==> config.mk <==
export PLATFORM = sky130hd
export DESIGN_NAME = btm_top
export DESIGN_NICKNAME = d
export VERILOG_FILES = /design/src/verilog/btm_pkg.sv /design/src/verilog/btm_slot_if.sv /design/src/verilog/btm_slot.sv /design/src/verilog/btm_top.sv
export SDC_FILE = /design/constraint.sdc
export NUM_CORES = 2
export LEC_CHECK = 0
export BUFFER_PORTS_ARGS = -buffer_cell sky130_fd_sc_hd__buf_2
export CAP_MARGIN = 20
export CELL_PAD_IN_SITES_DETAIL_PLACEMENT = 1
export CELL_PAD_IN_SITES_GLOBAL_PLACEMENT = 2
export CORE_ASPECT_RATIO = 1.75
export CORE_UTILIZATION = 37
export CTS_CLUSTER_DIAMETER = 80
export DETAILED_ROUTE_END_ITERATION = 16
export PLACE_DENSITY_LB_ADDON = 0.1
export RECOVER_POWER = 50
export SYNTH_ARGS = -nofsm -noshare
export SYNTH_HDL_FRONTEND = slang
export SYNTH_SLANG_ARGS = --single-unit
export TNS_END_PERCENT = 30
==> constraint.sdc <==
create_clock -name i_clk -period 4.5 [get_ports i_clk]
set_input_delay 0.45 -clock i_clk [delete_from_list [all_inputs] [get_ports i_clk]]
set_output_delay 0.45 -clock i_clk [all_outputs]
set_load 0.02 [all_outputs]
==> src/verilog/btm_pkg.sv <==
// constants and register map of the bus throughput monitor
`default_nettype none
package btm_pkg;

  // --------------------------------------------------------------
  // sizes
  // --------------------------------------------------------------
  localparam int unsigned   SLOTS         = 8;
  localparam int unsigned   STRB_W        = 8;
  localparam int unsigned   ADDR_W        = 8;
  localparam logic [3:0]    RD_BEAT_BYTES = 4'h8;

  // --------------------------------------------------------------
  // timing
  // --------------------------------------------------------------
  localparam int unsigned   CLK_MHZ       = 125;
  localparam int unsigned   INTERVAL_US   = 1000000;
  localparam logic [31:0]   INTERVAL_RST  = 32'(CLK_MHZ * INTERVAL_US);

  // --------------------------------------------------------------
  // register byte offsets
  // --------------------------------------------------------------
  localparam logic [7:0]    OFS_CTRL      = 8'h00;
  localparam logic [7:0]    OFS_SLOT_EN   = 8'h04;
  localparam logic [7:0]    OFS_INTERVAL  = 8'h08;
  localparam logic [7:0]    OFS_INT_COUNT = 8'h0C;
  localparam logic [7:0]    OFS_STATUS    = 8'h10;
  localparam logic [7:0]    OFS_MASK      = 8'h14;
  localparam logic [1:0]    METRIC_PAGE   = 2'h1;

  // --------------------------------------------------------------
  // fields and reset values
  // --------------------------------------------------------------
  localparam int unsigned   CTRL_RUN      = 0;
  localparam int unsigned   CTRL_RESTART  = 1;
  localparam int unsigned   ST_DONE       = 0;
  localparam int unsigned   ST_OVERRUN    = 1;
  localparam logic [7:0]    SLOT_EN_RST   = 8'hFF;
  localparam logic [1:0]    MASK_RST      = 2'h0;

endpackage
`default_nettype wire

==> src/verilog/btm_slot_if.sv <==
// link between the monitor core and one slot accumulator
`timescale 1ns/1ps
`default_nettype none
interface btm_slot_if;
  logic                     rd_beat;
  logic                     wr_beat;
  logic [7:0]               wr_strb;
  logic                     enable;
  logic                     snap;
  logic                     clear;
  logic [31:0]              rd_total;
  logic [31:0]              wr_total;

  modport core (output rd_beat, wr_beat, wr_strb, enable, snap, clear,
                input  rd_total, wr_total);
  modport slot (input  rd_beat, wr_beat, wr_strb, enable, snap, clear,
                output rd_total, wr_total);
endinterface
`default_nettype wire

==> src/verilog/btm_slot.sv <==
// per-slot read and write byte accumulator with metric registers
`timescale 1ns/1ps
`default_nettype none
module btm_slot (
  input  wire logic         i_clk,
  input  wire logic         i_rstn,
  btm_slot_if.slot          bus
);

  logic [31:0]              acc_rd;
  logic [31:0]              acc_wr;
  logic [3:0]               rd_inc;
  logic [3:0]               wr_inc;
  logic [31:0]              rd_sum;
  logic [31:0]              wr_sum;

  // --------------------------------------------------------------
  // bytes this cycle
  // --------------------------------------------------------------
  always_comb
  begin
    wr_inc = 4'h0;
    for (int b = 0; b < btm_pkg::STRB_W; b++)
    begin
      wr_inc = wr_inc + {3'h0, bus.wr_strb[b]};
    end
    if (!bus.wr_beat || !bus.enable)
    begin
      wr_inc = 4'h0;
    end
  end

  assign rd_inc = (bus.rd_beat && bus.enable) ? btm_pkg::RD_BEAT_BYTES
                                              : 4'h0;
  assign rd_sum = acc_rd + {28'h0, rd_inc};
  assign wr_sum = acc_wr + {28'h0, wr_inc};

  // --------------------------------------------------------------
  // accumulators and metric registers
  // --------------------------------------------------------------
  always_ff @(posedge i_clk or negedge i_rstn)
  begin
    if (!i_rstn)
    begin
      acc_rd       <= 32'h0;
      acc_wr       <= 32'h0;
      bus.rd_total <= 32'h0;
      bus.wr_total <= 32'h0;
    end
    else if (bus.snap)
    begin
      bus.rd_total <= rd_sum;
      bus.wr_total <= wr_sum;
      acc_rd       <= 32'h0;
      acc_wr       <= 32'h0;
    end
    else if (bus.clear)
    begin
      acc_rd       <= 32'h0;
      acc_wr       <= 32'h0;
    end
    else
    begin
      acc_rd       <= rd_sum;
      acc_wr       <= wr_sum;
    end
  end

endmodule
`default_nettype wire

==> src/verilog/btm_top.sv <==
// bus throughput monitor: eight slots, interval timer, avalon slave
//
// Contract
// - Up to eight AXI ports are watched, each by its own slot.
// - Every slot counts only its own port; counts never merge.
// - Each port keeps separate read byte and write byte totals.
// - On interval overflow the totals are copied into metric registers.
// - Each completed interval sets a done flag that software polls.
//
// Register access over Avalon-MM and the register addresses were chosen for this implementation.
`timescale 1ns/1ps
`default_nettype none
module btm_top #(
  parameter logic [31:0]    P_INTERVAL_RST = btm_pkg::INTERVAL_RST
) (
  input  wire logic         i_clk,
  input  wire logic         i_rstn,
  input  wire logic [7:0]   i_address,
  input  wire logic         i_read,
  input  wire logic         i_write,
  input  wire logic [31:0]  i_writedata,
  input  wire logic [3:0]   i_byteenable,
  output logic [31:0]       o_readdata,
  output logic              o_waitrequest,
  output logic              o_irq,
  input  wire logic [7:0]   i_slot_rvalid,
  input  wire logic [7:0]   i_slot_rready,
  input  wire logic [7:0]   i_slot_wvalid,
  input  wire logic [7:0]   i_slot_wready,
  input  wire logic [63:0]  i_slot_wstrb
);

  // --------------------------------------------------------------
  // state
  // --------------------------------------------------------------
  logic                     run;
  logic [7:0]               slot_en;
  logic [31:0]              interval;
  logic [31:0]              int_count;
  logic [1:0]               status;
  logic [1:0]               mask;
  logic                     restart;

  logic [31:0]              slot_rd_total [8];
  logic [31:0]              slot_wr_total [8];

  // --------------------------------------------------------------
  // bus decode
  // --------------------------------------------------------------
  wire                      bus_go;
  wire                      wr_go;
  wire                      sel_ctrl;
  wire                      sel_slot_en;
  wire                      sel_interval;
  wire                      sel_status;
  wire                      sel_mask;
  wire                      sel_metric;
  wire [2:0]                metric_slot;
  wire                      metric_wr_sel;

  assign bus_go        = (i_read || i_write) && o_waitrequest;
  assign wr_go         = i_write && o_waitrequest;
  assign sel_ctrl      = (i_address == btm_pkg::OFS_CTRL);
  assign sel_slot_en   = (i_address == btm_pkg::OFS_SLOT_EN);
  assign sel_interval  = (i_address == btm_pkg::OFS_INTERVAL);
  assign sel_status    = (i_address == btm_pkg::OFS_STATUS);
  assign sel_mask      = (i_address == btm_pkg::OFS_MASK);
  assign sel_metric    = (i_address[7:6] == btm_pkg::METRIC_PAGE) &&
                         (i_address[1:0] == 2'h0);
  assign metric_slot   = i_address[5:3];
  assign metric_wr_sel = i_address[2];

  // --------------------------------------------------------------
  // byte-lane merge
  // --------------------------------------------------------------
  function automatic logic [31:0] merge(input logic [31:0] old_v,
                                        input logic [31:0] new_v,
                                        input logic [3:0]  be);
    logic [31:0] res;
    res = old_v;
    for (int i = 0; i < 4; i++)
    begin
      if (be[i])
      begin
        res[8*i +: 8] = new_v[8*i +: 8];
      end
    end
    return res;
  endfunction

  wire [31:0]               ctrl_word;
  wire [31:0]               ctrl_merged;
  wire [31:0]               slot_en_merged;
  wire [31:0]               interval_merged;
  wire [31:0]               mask_merged;
  wire [1:0]                w1c;

  assign ctrl_word       = {30'h0, 1'b0, run};
  assign ctrl_merged     = merge(ctrl_word, i_writedata, i_byteenable);
  assign slot_en_merged  = merge({24'h0, slot_en}, i_writedata,
                                 i_byteenable);
  assign interval_merged = merge(interval, i_writedata, i_byteenable);
  assign mask_merged     = merge({30'h0, mask}, i_writedata, i_byteenable);
  assign w1c             = (wr_go && sel_status && i_byteenable[0])
                           ? i_writedata[1:0] : 2'h0;

  // --------------------------------------------------------------
  // interval timer
  // --------------------------------------------------------------
  wire [31:0]               interval_m1;
  wire                      overflow;

  assign interval_m1 = (interval == 32'h0) ? 32'h0 : interval - 32'h1;
  assign overflow    = run && !restart &&
                       (int_count >= interval_m1);

  // --------------------------------------------------------------
  // next values
  // --------------------------------------------------------------
  wire                      next_run;
  wire [7:0]                next_slot_en;
  wire [31:0]               next_interval;
  wire [31:0]               next_int_count;
  wire [1:0]                next_status;
  wire [1:0]                next_mask;
  wire                      next_restart;
  wire                      next_irq;

  assign next_run       = (wr_go && sel_ctrl)
                          ? ctrl_merged[btm_pkg::CTRL_RUN] : run;
  assign next_restart   = wr_go && sel_ctrl &&
                          ctrl_merged[btm_pkg::CTRL_RESTART];
  assign next_slot_en   = (wr_go && sel_slot_en)
                          ? slot_en_merged[7:0] : slot_en;
  assign next_interval  = (wr_go && sel_interval)
                          ? interval_merged : interval;
  assign next_mask      = (wr_go && sel_mask) ? mask_merged[1:0] : mask;
  assign next_int_count = (!run || restart || overflow)
                          ? 32'h0 : int_count + 32'h1;
  // hardware set wins over software clear
  assign next_status[btm_pkg::ST_DONE] =
           (status[btm_pkg::ST_DONE] && !w1c[btm_pkg::ST_DONE]) ||
           overflow;
  assign next_status[btm_pkg::ST_OVERRUN] =
           (status[btm_pkg::ST_OVERRUN] && !w1c[btm_pkg::ST_OVERRUN]) ||
           (overflow && status[btm_pkg::ST_DONE] &&
            !w1c[btm_pkg::ST_DONE]);
  assign next_irq       = |(next_status & next_mask);

  // --------------------------------------------------------------
  // read mux
  // --------------------------------------------------------------
  wire [31:0]               metric_word;
  wire [31:0]               rd_mux;

  assign metric_word = metric_wr_sel ? slot_wr_total[metric_slot]
                                     : slot_rd_total[metric_slot];
  assign rd_mux = sel_ctrl     ? {31'h0, run}       :
                  sel_slot_en  ? {24'h0, slot_en}   :
                  sel_interval ? interval           :
                  (i_address == btm_pkg::OFS_INT_COUNT) ? int_count :
                  sel_status   ? {30'h0, status}    :
                  sel_mask     ? {30'h0, mask}      :
                  sel_metric   ? metric_word        : 32'h0;

  // --------------------------------------------------------------
  // control registers
  // --------------------------------------------------------------
  always_ff @(posedge i_clk or negedge i_rstn)
  begin
    if (!i_rstn)
    begin
      run <= 1'b0;
    end
    else
    begin
      run <= next_run;
    end
  end

  always_ff @(posedge i_clk or negedge i_rstn)
  begin
    if (!i_rstn)
    begin
      restart <= 1'b0;
    end
    else
    begin
      restart <= next_restart;
    end
  end

  always_ff @(posedge i_clk or negedge i_rstn)
  begin
    if (!i_rstn)
    begin
      slot_en <= btm_pkg::SLOT_EN_RST;
    end
    else
    begin
      slot_en <= next_slot_en;
    end
  end

  always_ff @(posedge i_clk or negedge i_rstn)
  begin
    if (!i_rstn)
    begin
      interval <= P_INTERVAL_RST;
    end
    else
    begin
      interval <= next_interval;
    end
  end

  always_ff @(posedge i_clk or negedge i_rstn)
  begin
    if (!i_rstn)
    begin
      int_count <= 32'h0;
    end
    else
    begin
      int_count <= next_int_count;
    end
  end

  always_ff @(posedge i_clk or negedge i_rstn)
  begin
    if (!i_rstn)
    begin
      status <= 2'h0;
    end
    else
    begin
      status <= next_status;
    end
  end

  always_ff @(posedge i_clk or negedge i_rstn)
  begin
    if (!i_rstn)
    begin
      mask <= btm_pkg::MASK_RST;
    end
    else
    begin
      mask <= next_mask;
    end
  end

  always_ff @(posedge i_clk or negedge i_rstn)
  begin
    if (!i_rstn)
    begin
      o_irq <= 1'b0;
    end
    else
    begin
      o_irq <= next_irq;
    end
  end

  // --------------------------------------------------------------
  // avalon answer: one wait cycle, then waitrequest low one cycle
  // --------------------------------------------------------------
  always_ff @(posedge i_clk or negedge i_rstn)
  begin
    if (!i_rstn)
    begin
      o_waitrequest <= 1'b1;
      o_readdata    <= 32'h0;
    end
    else if (bus_go)
    begin
      o_waitrequest <= 1'b0;
      o_readdata    <= i_read ? rd_mux : 32'h0;
    end
    else
    begin
      o_waitrequest <= 1'b1;
    end
  end

  // --------------------------------------------------------------
  // monitoring slots
  // --------------------------------------------------------------
  genvar g;
  generate
    for (g = 0; g < btm_pkg::SLOTS; g++)
    begin : g_slot
      btm_slot_if slot_bus ();

      assign slot_bus.rd_beat  = i_slot_rvalid[g] &&
                                 i_slot_rready[g];
      assign slot_bus.wr_beat  = i_slot_wvalid[g] &&
                                 i_slot_wready[g];
      assign slot_bus.wr_strb  = i_slot_wstrb[8*g +: 8];
      assign slot_bus.enable   = run && slot_en[g];
      assign slot_bus.snap     = overflow;
      assign slot_bus.clear    = restart || !run;
      assign slot_rd_total[g]  = slot_bus.rd_total;
      assign slot_wr_total[g]  = slot_bus.wr_total;

      btm_slot u_slot (
        .i_clk  (i_clk),
        .i_rstn (i_rstn),
        .bus    (slot_bus.slot)
      );
    end
  endgenerate

endmodule
`default_nettype wire
# Word-level counts from Yosys, hierarchy flattened

Index checks and enable logic that the tools add are counted.

Add/subtract/negate cells: 74
$lt $le $gt $ge: 2
Equal/unequal tests: 6
Mux-type cells: 70
Bitwise operators: 2
Reductions and logical operators: 91

Operators by type and width:

| operator                                                               | number |
|---|---|
| 32-bit 2-to-1 mux                                                      | 47 |
| 32-bit by 4-bit adder with 32-bit output                               | 16 |
| 4-bit by 1-bit adder with 4-bit output                                 | 48 |
| 32-bit binary-select mux with 3-bit select                             | 2 |
| 4-bit 2-to-1 mux                                                       | 16 |
| 1-bit logical AND                                                      | 48 |
| 32-bit by 1-bit adder with 32-bit output (second input constant)       | 1 |
| 32-bit >= comparator                                                   | 1 |
| 32-bit zero test                                                       | 1 |
| 32-bit by 1-bit subtractor with 32-bit output (second input constant)  | 1 |
| 1-bit zero test                                                        | 20 |
| 1-bit by 1-bit adder with 2-bit output                                 | 8 |
| 8-bit by 4-bit equality test with 1-bit output (second input constant) | 2 |
| 8-bit by 5-bit equality test with 1-bit output (second input constant) | 2 |
| 1-bit logical OR                                                       | 13 |
| 2-bit AND reduction                                                    | 6 |
| 8-bit by 3-bit equality test with 1-bit output (second input constant) | 1 |
| 8-bit zero test                                                        | 1 |
| 2-bit 2-to-1 mux                                                       | 4 |
| 4-bit >= comparator (second input constant)                            | 1 |
| 3-bit NOT with 4-bit output                                            | 1 |
| 2-bit AND                                                              | 1 |
| 2-bit by 1-bit equality test with 1-bit output (second input constant) | 1 |
| 2-bit zero test                                                        | 1 |
| other kinds (2)                                                        | 2 |

Register bits: 1136
Input bits: 144
Output and inout bits: 34

# Depth between registers and ports, before layout

Depth after elaboration: 13
Gate-level depth with buffers: 19
Mapped depth without buffers: 16

# Cells and area by module

A second synthesis with hierarchy kept.

Cell total of the unflattened synthesis: 5516
Area, all modules: 55710.9 um2

Modules (own cells, without submodules):

| module                          | times used | cells an instance | area each (um2) | sequential area each (um2) |
|---|---|---|---|---|
| btm_slot (g_slot[0].u_slot ...) | 5          | 564               | 5691.7          | 3052.9 |
| btm_top                         | 1          | 1081              | 10780.3         | 2830.2 |
| btm_slot (g_slot[6].u_slot)     | 1          | 538               | 5497.8          | 3052.9 |
| btm_slot (g_slot[3].u_slot)     | 1          | 532               | 5490.3          | 3052.9 |
| btm_slot (g_slot[7].u_slot)     | 1          | 545               | 5484.0          | 3052.9 |

# Worst setup path after synthesis

No wires, ideal clock.

Kind: input -> register
From: in i_slot_wstrb[0]
To: reg g_slot[0].u_slot.bus.wr_total[31]
Setup time: 133 ps
Data arrival time: 4150 ps
Data required time: 4367 ps
Setup slack: 217 ps
Cell stages on the path: 15
Path buffers: 0
Path through: ha_1 -> inv_1 -> fa_1 -> fa_1 -> fa_1 -> fa_1 -> xor2_1 -> nor2_1 -> ha_1 -> o21ai_0 -> o21bai_1 -> nand4_1 -> nor4_1 -> xnor2_1 -> o21ai_0

Longest elaborated chain between the ends: 9

RTL lines:

| item                                                 | line              | source |
|---|---|---|
| start, declared                                      | btm_top.sv:30     | `input wire logic [63:0] i_slot_wstrb` |
| 1-bit by 1-bit adder with 2-bit output               | btm_slot.sv:25    | `wr_inc = wr_inc + {3'h0, bus.wr_strb[b]};` |
| 4-bit by 1-bit adder with 4-bit output (6 in series) | btm_slot.sv:25    |  |
| 4-bit 2-to-1 mux                                     | btm_slot.sv:27    | `if (!bus.wr_beat \|\| !bus.enable)` |
| 32-bit by 4-bit adder with 32-bit output             | btm_slot.sv:36    | `assign wr_sum = acc_wr + {28'h0, wr_inc};` |
| end signal, assigned                                 | btm_slot.sv:53    | `bus.wr_total <= wr_sum;` |
| end, declared                                        | btm_slot_if.sv:17 | `output rd_total, wr_total);` |

No other way between the ends.
A chain may end at the register's enable or synchronous reset.

# Worst setup path after layout

From: reg interval[11]
To: reg g_slot[0].u_slot.bus.wr_total[1]

Longest elaborated chain between the ends: 4
Elaborated cells between the ends (all ways): 5

RTL lines:

| item                                                                              | line           | source |
|---|---|---|
| start, declared                                                                   | btm_top.sv:38  | `logic [31:0] interval;` |
| start signal, assigned                                                            | btm_top.sv:213 | `interval <= next_interval;` |
| 32-bit by 1-bit subtractor with 32-bit output or 32-bit zero test (tied branches) | btm_top.sv:113 | `assign interval_m1 = (interval == 32'h0) ? 32'h0 : interval - 32'h1;` |
| 32-bit 2-to-1 mux (*)                                                             | btm_top.sv:113 |  |
| 32-bit >= comparator (*)                                                          | btm_top.sv:115 | `(int_count >= interval_m1);` |
| 1-bit logical AND (*)                                                             | btm_top.sv:114 | `assign overflow = run && !restart &&` |

Every way passes the cells marked *; elsewhere a longest branch is shown, timed or not.

==> results.cfg <==
[synth]
yosysUniqueCellTypes = 70
synth_area_um2 = 54900
synth.area.top_cells = dfrtp_1 49%, o211ai_1 6.3%, nor2_1 4.8%
syn_avg_cell_area_um2 = 10.3
synthCells = 5354
syn_nets = 5645
yosysWarningCount = 0
synthFlopType = dfrtp_1
yosys_register_bits = 1088
synth_edf_count = 0
synth_top_area_cell = dfrtp_1
seq_area_frac_synth_pct = 49.7
async_flop_share_pct = 100
synth_top_area_share_pct = 48.6

[pwr]
ir_drop_v = 0.000285
seqPwrFrac_pct = 45.6
power_frac_comb_pct = 8.3
netSwitchingFraction_pct = 24.9
leakagePower_uw = 0.0260
powerDensity_nw_per_um2 = 330
p_total_uw = 21800
clockPowerShare_pct = 46.1
p_int_uw = 16400
switching_power_uw = 5440

[clock_tree]
htreeDepth = 3
cts_sinks = 1088
cts-root-buf = clkbuf_16
clk_pin_slew_ps = 60
cts_buffers = 114
clockBufferDepth = 3
cts_tree = built
clock_latency_ps = 740

[final_layout]
layoutNonFillerInstCount = 7807
fin_area_um2 = 66200
fill_cells = 16100
drive_above_1_share_pct = 17.8
area_growth_pct = 20.5
fin_nets = 6026
final_cell_mix = 1,066 x dfrtp_1, 695 x nor2_1, 460 x o211ai_1
layout_commonest_cell = dfrtp_1
fin_util_pct = 45.0

[timing]
timing.slew.headroom_pct = -72.1
drv_slew = 247
finalHoldViolCount = 0
rsz0062_at_grt = yes
tns_ps = -43.7
setup_violations = 6
fin_worst_skew_ps = 22.9
finalCriticalPeriod_ps = 4520
finalCritPeriodShare_pct = 101
max_freq_mhz = 221
tightest_slew_ps = 2580
finalWorstSetupSlack_ps = -24.8

[critical_path]
crit_buf_inv = 4
cp-start-kind = register
crit_cells = 17
rr_worst_depth = 17
rr_startpoint = interval[11]
crit_fanout = 17
crit_path_cell_trace = or4_4 > nor4b_4 > buf_4 > nand3b_1 > or3_4 > nor2_1 > a21oi_1 > ha_1 > nand4_1 > nor3_2 > nand2_1 > a311o_2 > buf_12 > buf_12 > o21a_4 > buf_4 > mux2_2
worstPathArrival_ps = 5140
path_delay_family = simple AND/OR/NAND/NOR gates
critical_path.max_stage_delay_ps = 560
critPathKind = reg2reg
end_kind = register
startpoint = interval[11]
critical_path_required_ps = 5110
crit_slowest_cell = or4_4

[die]
initial_core_util_pct = 37.3
num_io_pins = 178
core_area_um2 = 147000
dieHeight_um = 512
fp.dieW_um = 293
std_cell_rows = 186
die-area_um2 = 150000

[global_route]
grt.overflow.total = 0
grt_pass1_vias = 47800
grt_max_degree = 92
track_usage_pct = 27.2
antenna_found_initial = 8
grt_pass1_wl_um = 306000

[drt]
vias_per_cell = 5.59
routedWlPerCell_um = 26.9
routed_wl_um = 210000
firstDrtPassIters = 5
post-route-drc-count = 0
drt_iter0_drc = 2017
drtAntennaViolNets = 0
num_vias = 43700

[placement]
place_hpwl_um = 151000
dp.cells = 7513
gp_congestion = 0.866
io_buffer_count = 177
placed_area_um2 = 60600

[flow_run]
cap_violations = 4

[min_path]
worstHoldPathCells = 2
min_from = i_writedata[0]
hp-class = in2reg

[status]
status = finished with violations
violations = max-capacitance violations, max-slew violations, negative setup slack
-- sequential cells by signal (all words and copies together) (netlist names) --
| register | cells |
|---|---|
| g_slot.u_slot.acc_wr | 256 |
| g_slot.u_slot.bus.wr_total | 256 |
| g_slot.u_slot.acc_rd | 232 |
| g_slot.u_slot.bus.rd_total | 232 |
| int_count | 32 |
| interval | 32 |
| o_readdata | 32 |
| slot_en | 8 |
| mask | 2 |
| status | 2 |
| o_irq | 1 |
| o_waitrequest | 1 |
| restart | 1 |
| run | 1 |
-- stage by stage --
step	hold slack, ps	worst slack [ps]
4_1_cts	22.1	-13.3
3_5_place_dp	475	-314
6_report	55.7	-24.8
2_1_floorplan	154	217
3_3_place_gp	464	-222
5_1_grt	64.5	-179
-- Yosys cell counts (4+ instances only) --
master and n:
dfrtp_1 1066, nor2_1 703, o21ai_0 510, o211ai_1 460, xor2_1 290, clkbuf_1 258, xnor2_1 228, nand2_1 222
nand3_1 181, inv_1 165, mux2i_1 120, ha_1 107, nand4_1 98, nor3_1 96, a21oi_1 93, and3_1 91
buf_2 89, mux2_2 75, mux4_2 64, o221ai_1 58, and4_1 57, fa_1 40, o22ai_1 30, a22oi_1 25
nor4_1 23, dfstp_2 22, nor2b_1 18, a21o_1 17, o21ai_1 15, and2_1 14, buf_1 12, or3_1 11
nand2b_1 7, or2_2 7, a211oi_1 6, o21bai_1 6, or4_1 6, nor3_2 5, o21a_1 4, or4_4 4
-- logic make-up after synthesis --
kind of cell	after synthesis	synth area share [%]
buf+inv	527	3.84
mux	259	6.35
flops	1088	49.7
fa+ha+maj	147	3.90
simple gates	1572	13.7
xor+xnor	518	8.27
compound gates	1243	14.3
-- metal layers --
metal	wire length, um	global-route usage [%]
met1	77500	29.9
met2	115000	51.4
met3	5410	2.28
met4	12000	14.2
met5	48	0
-- path summary, 6_finish.rpt --
path / slack, ps / endpoint
min in group asynchronous: 960 / int_count[29]
worst max-delay path: -20 / g_slot[0].u_slot.bus.wr_total[1]
worst min register to register: 490 / o_readdata[5]
worst max register to register: -20 / g_slot[0].u_slot.bus.wr_total[1]
worst min-delay path: 60 / slot_en[0]
max in group asynchronous: 490 / g_slot[3].u_slot.acc_wr[23]
-- power groups by stage --
stage	logic (uW)	registers (uW)	clock network (uW)
after floorplan	854	10100	0
after global routing	1980	9950	10600
after global placement	1710	10100	0
after detailed placement	1730	10100	0
final	1800	9950	10100
after CTS	1780	9950	10300
-- what timing repair did --
| item | 4_1_cts | 5_1_grt |
|---|---|---|
| gates cloned | 3 | 31 |
| hold buffers | 31 | 0 |
| endpoints found under the setup margin | 811 | 983 |
| endpoints found under the hold margin | 97 | 0 |
| pin swaps | 4 | 6 |
| resized for setup | 27 | 249 |
| buffers inserted | 2 | 14 |
-- layout make-up --
type                       instances  area [um^2]  share of cell area, %
sequential                      1088        27300                   41.2
multi-input combinational       3740        25900                   39.1
timing repair buffer             626         6020                   9.10
clock buffer                     166         3380                   5.11
tap                             1974         2470                   3.73
inverter                         165          619                  0.936
clock inverter                    43          518                  0.783
antenna                            5         12.5                 0.0189
No activity file was read; power rests on OpenSTA's default activity.
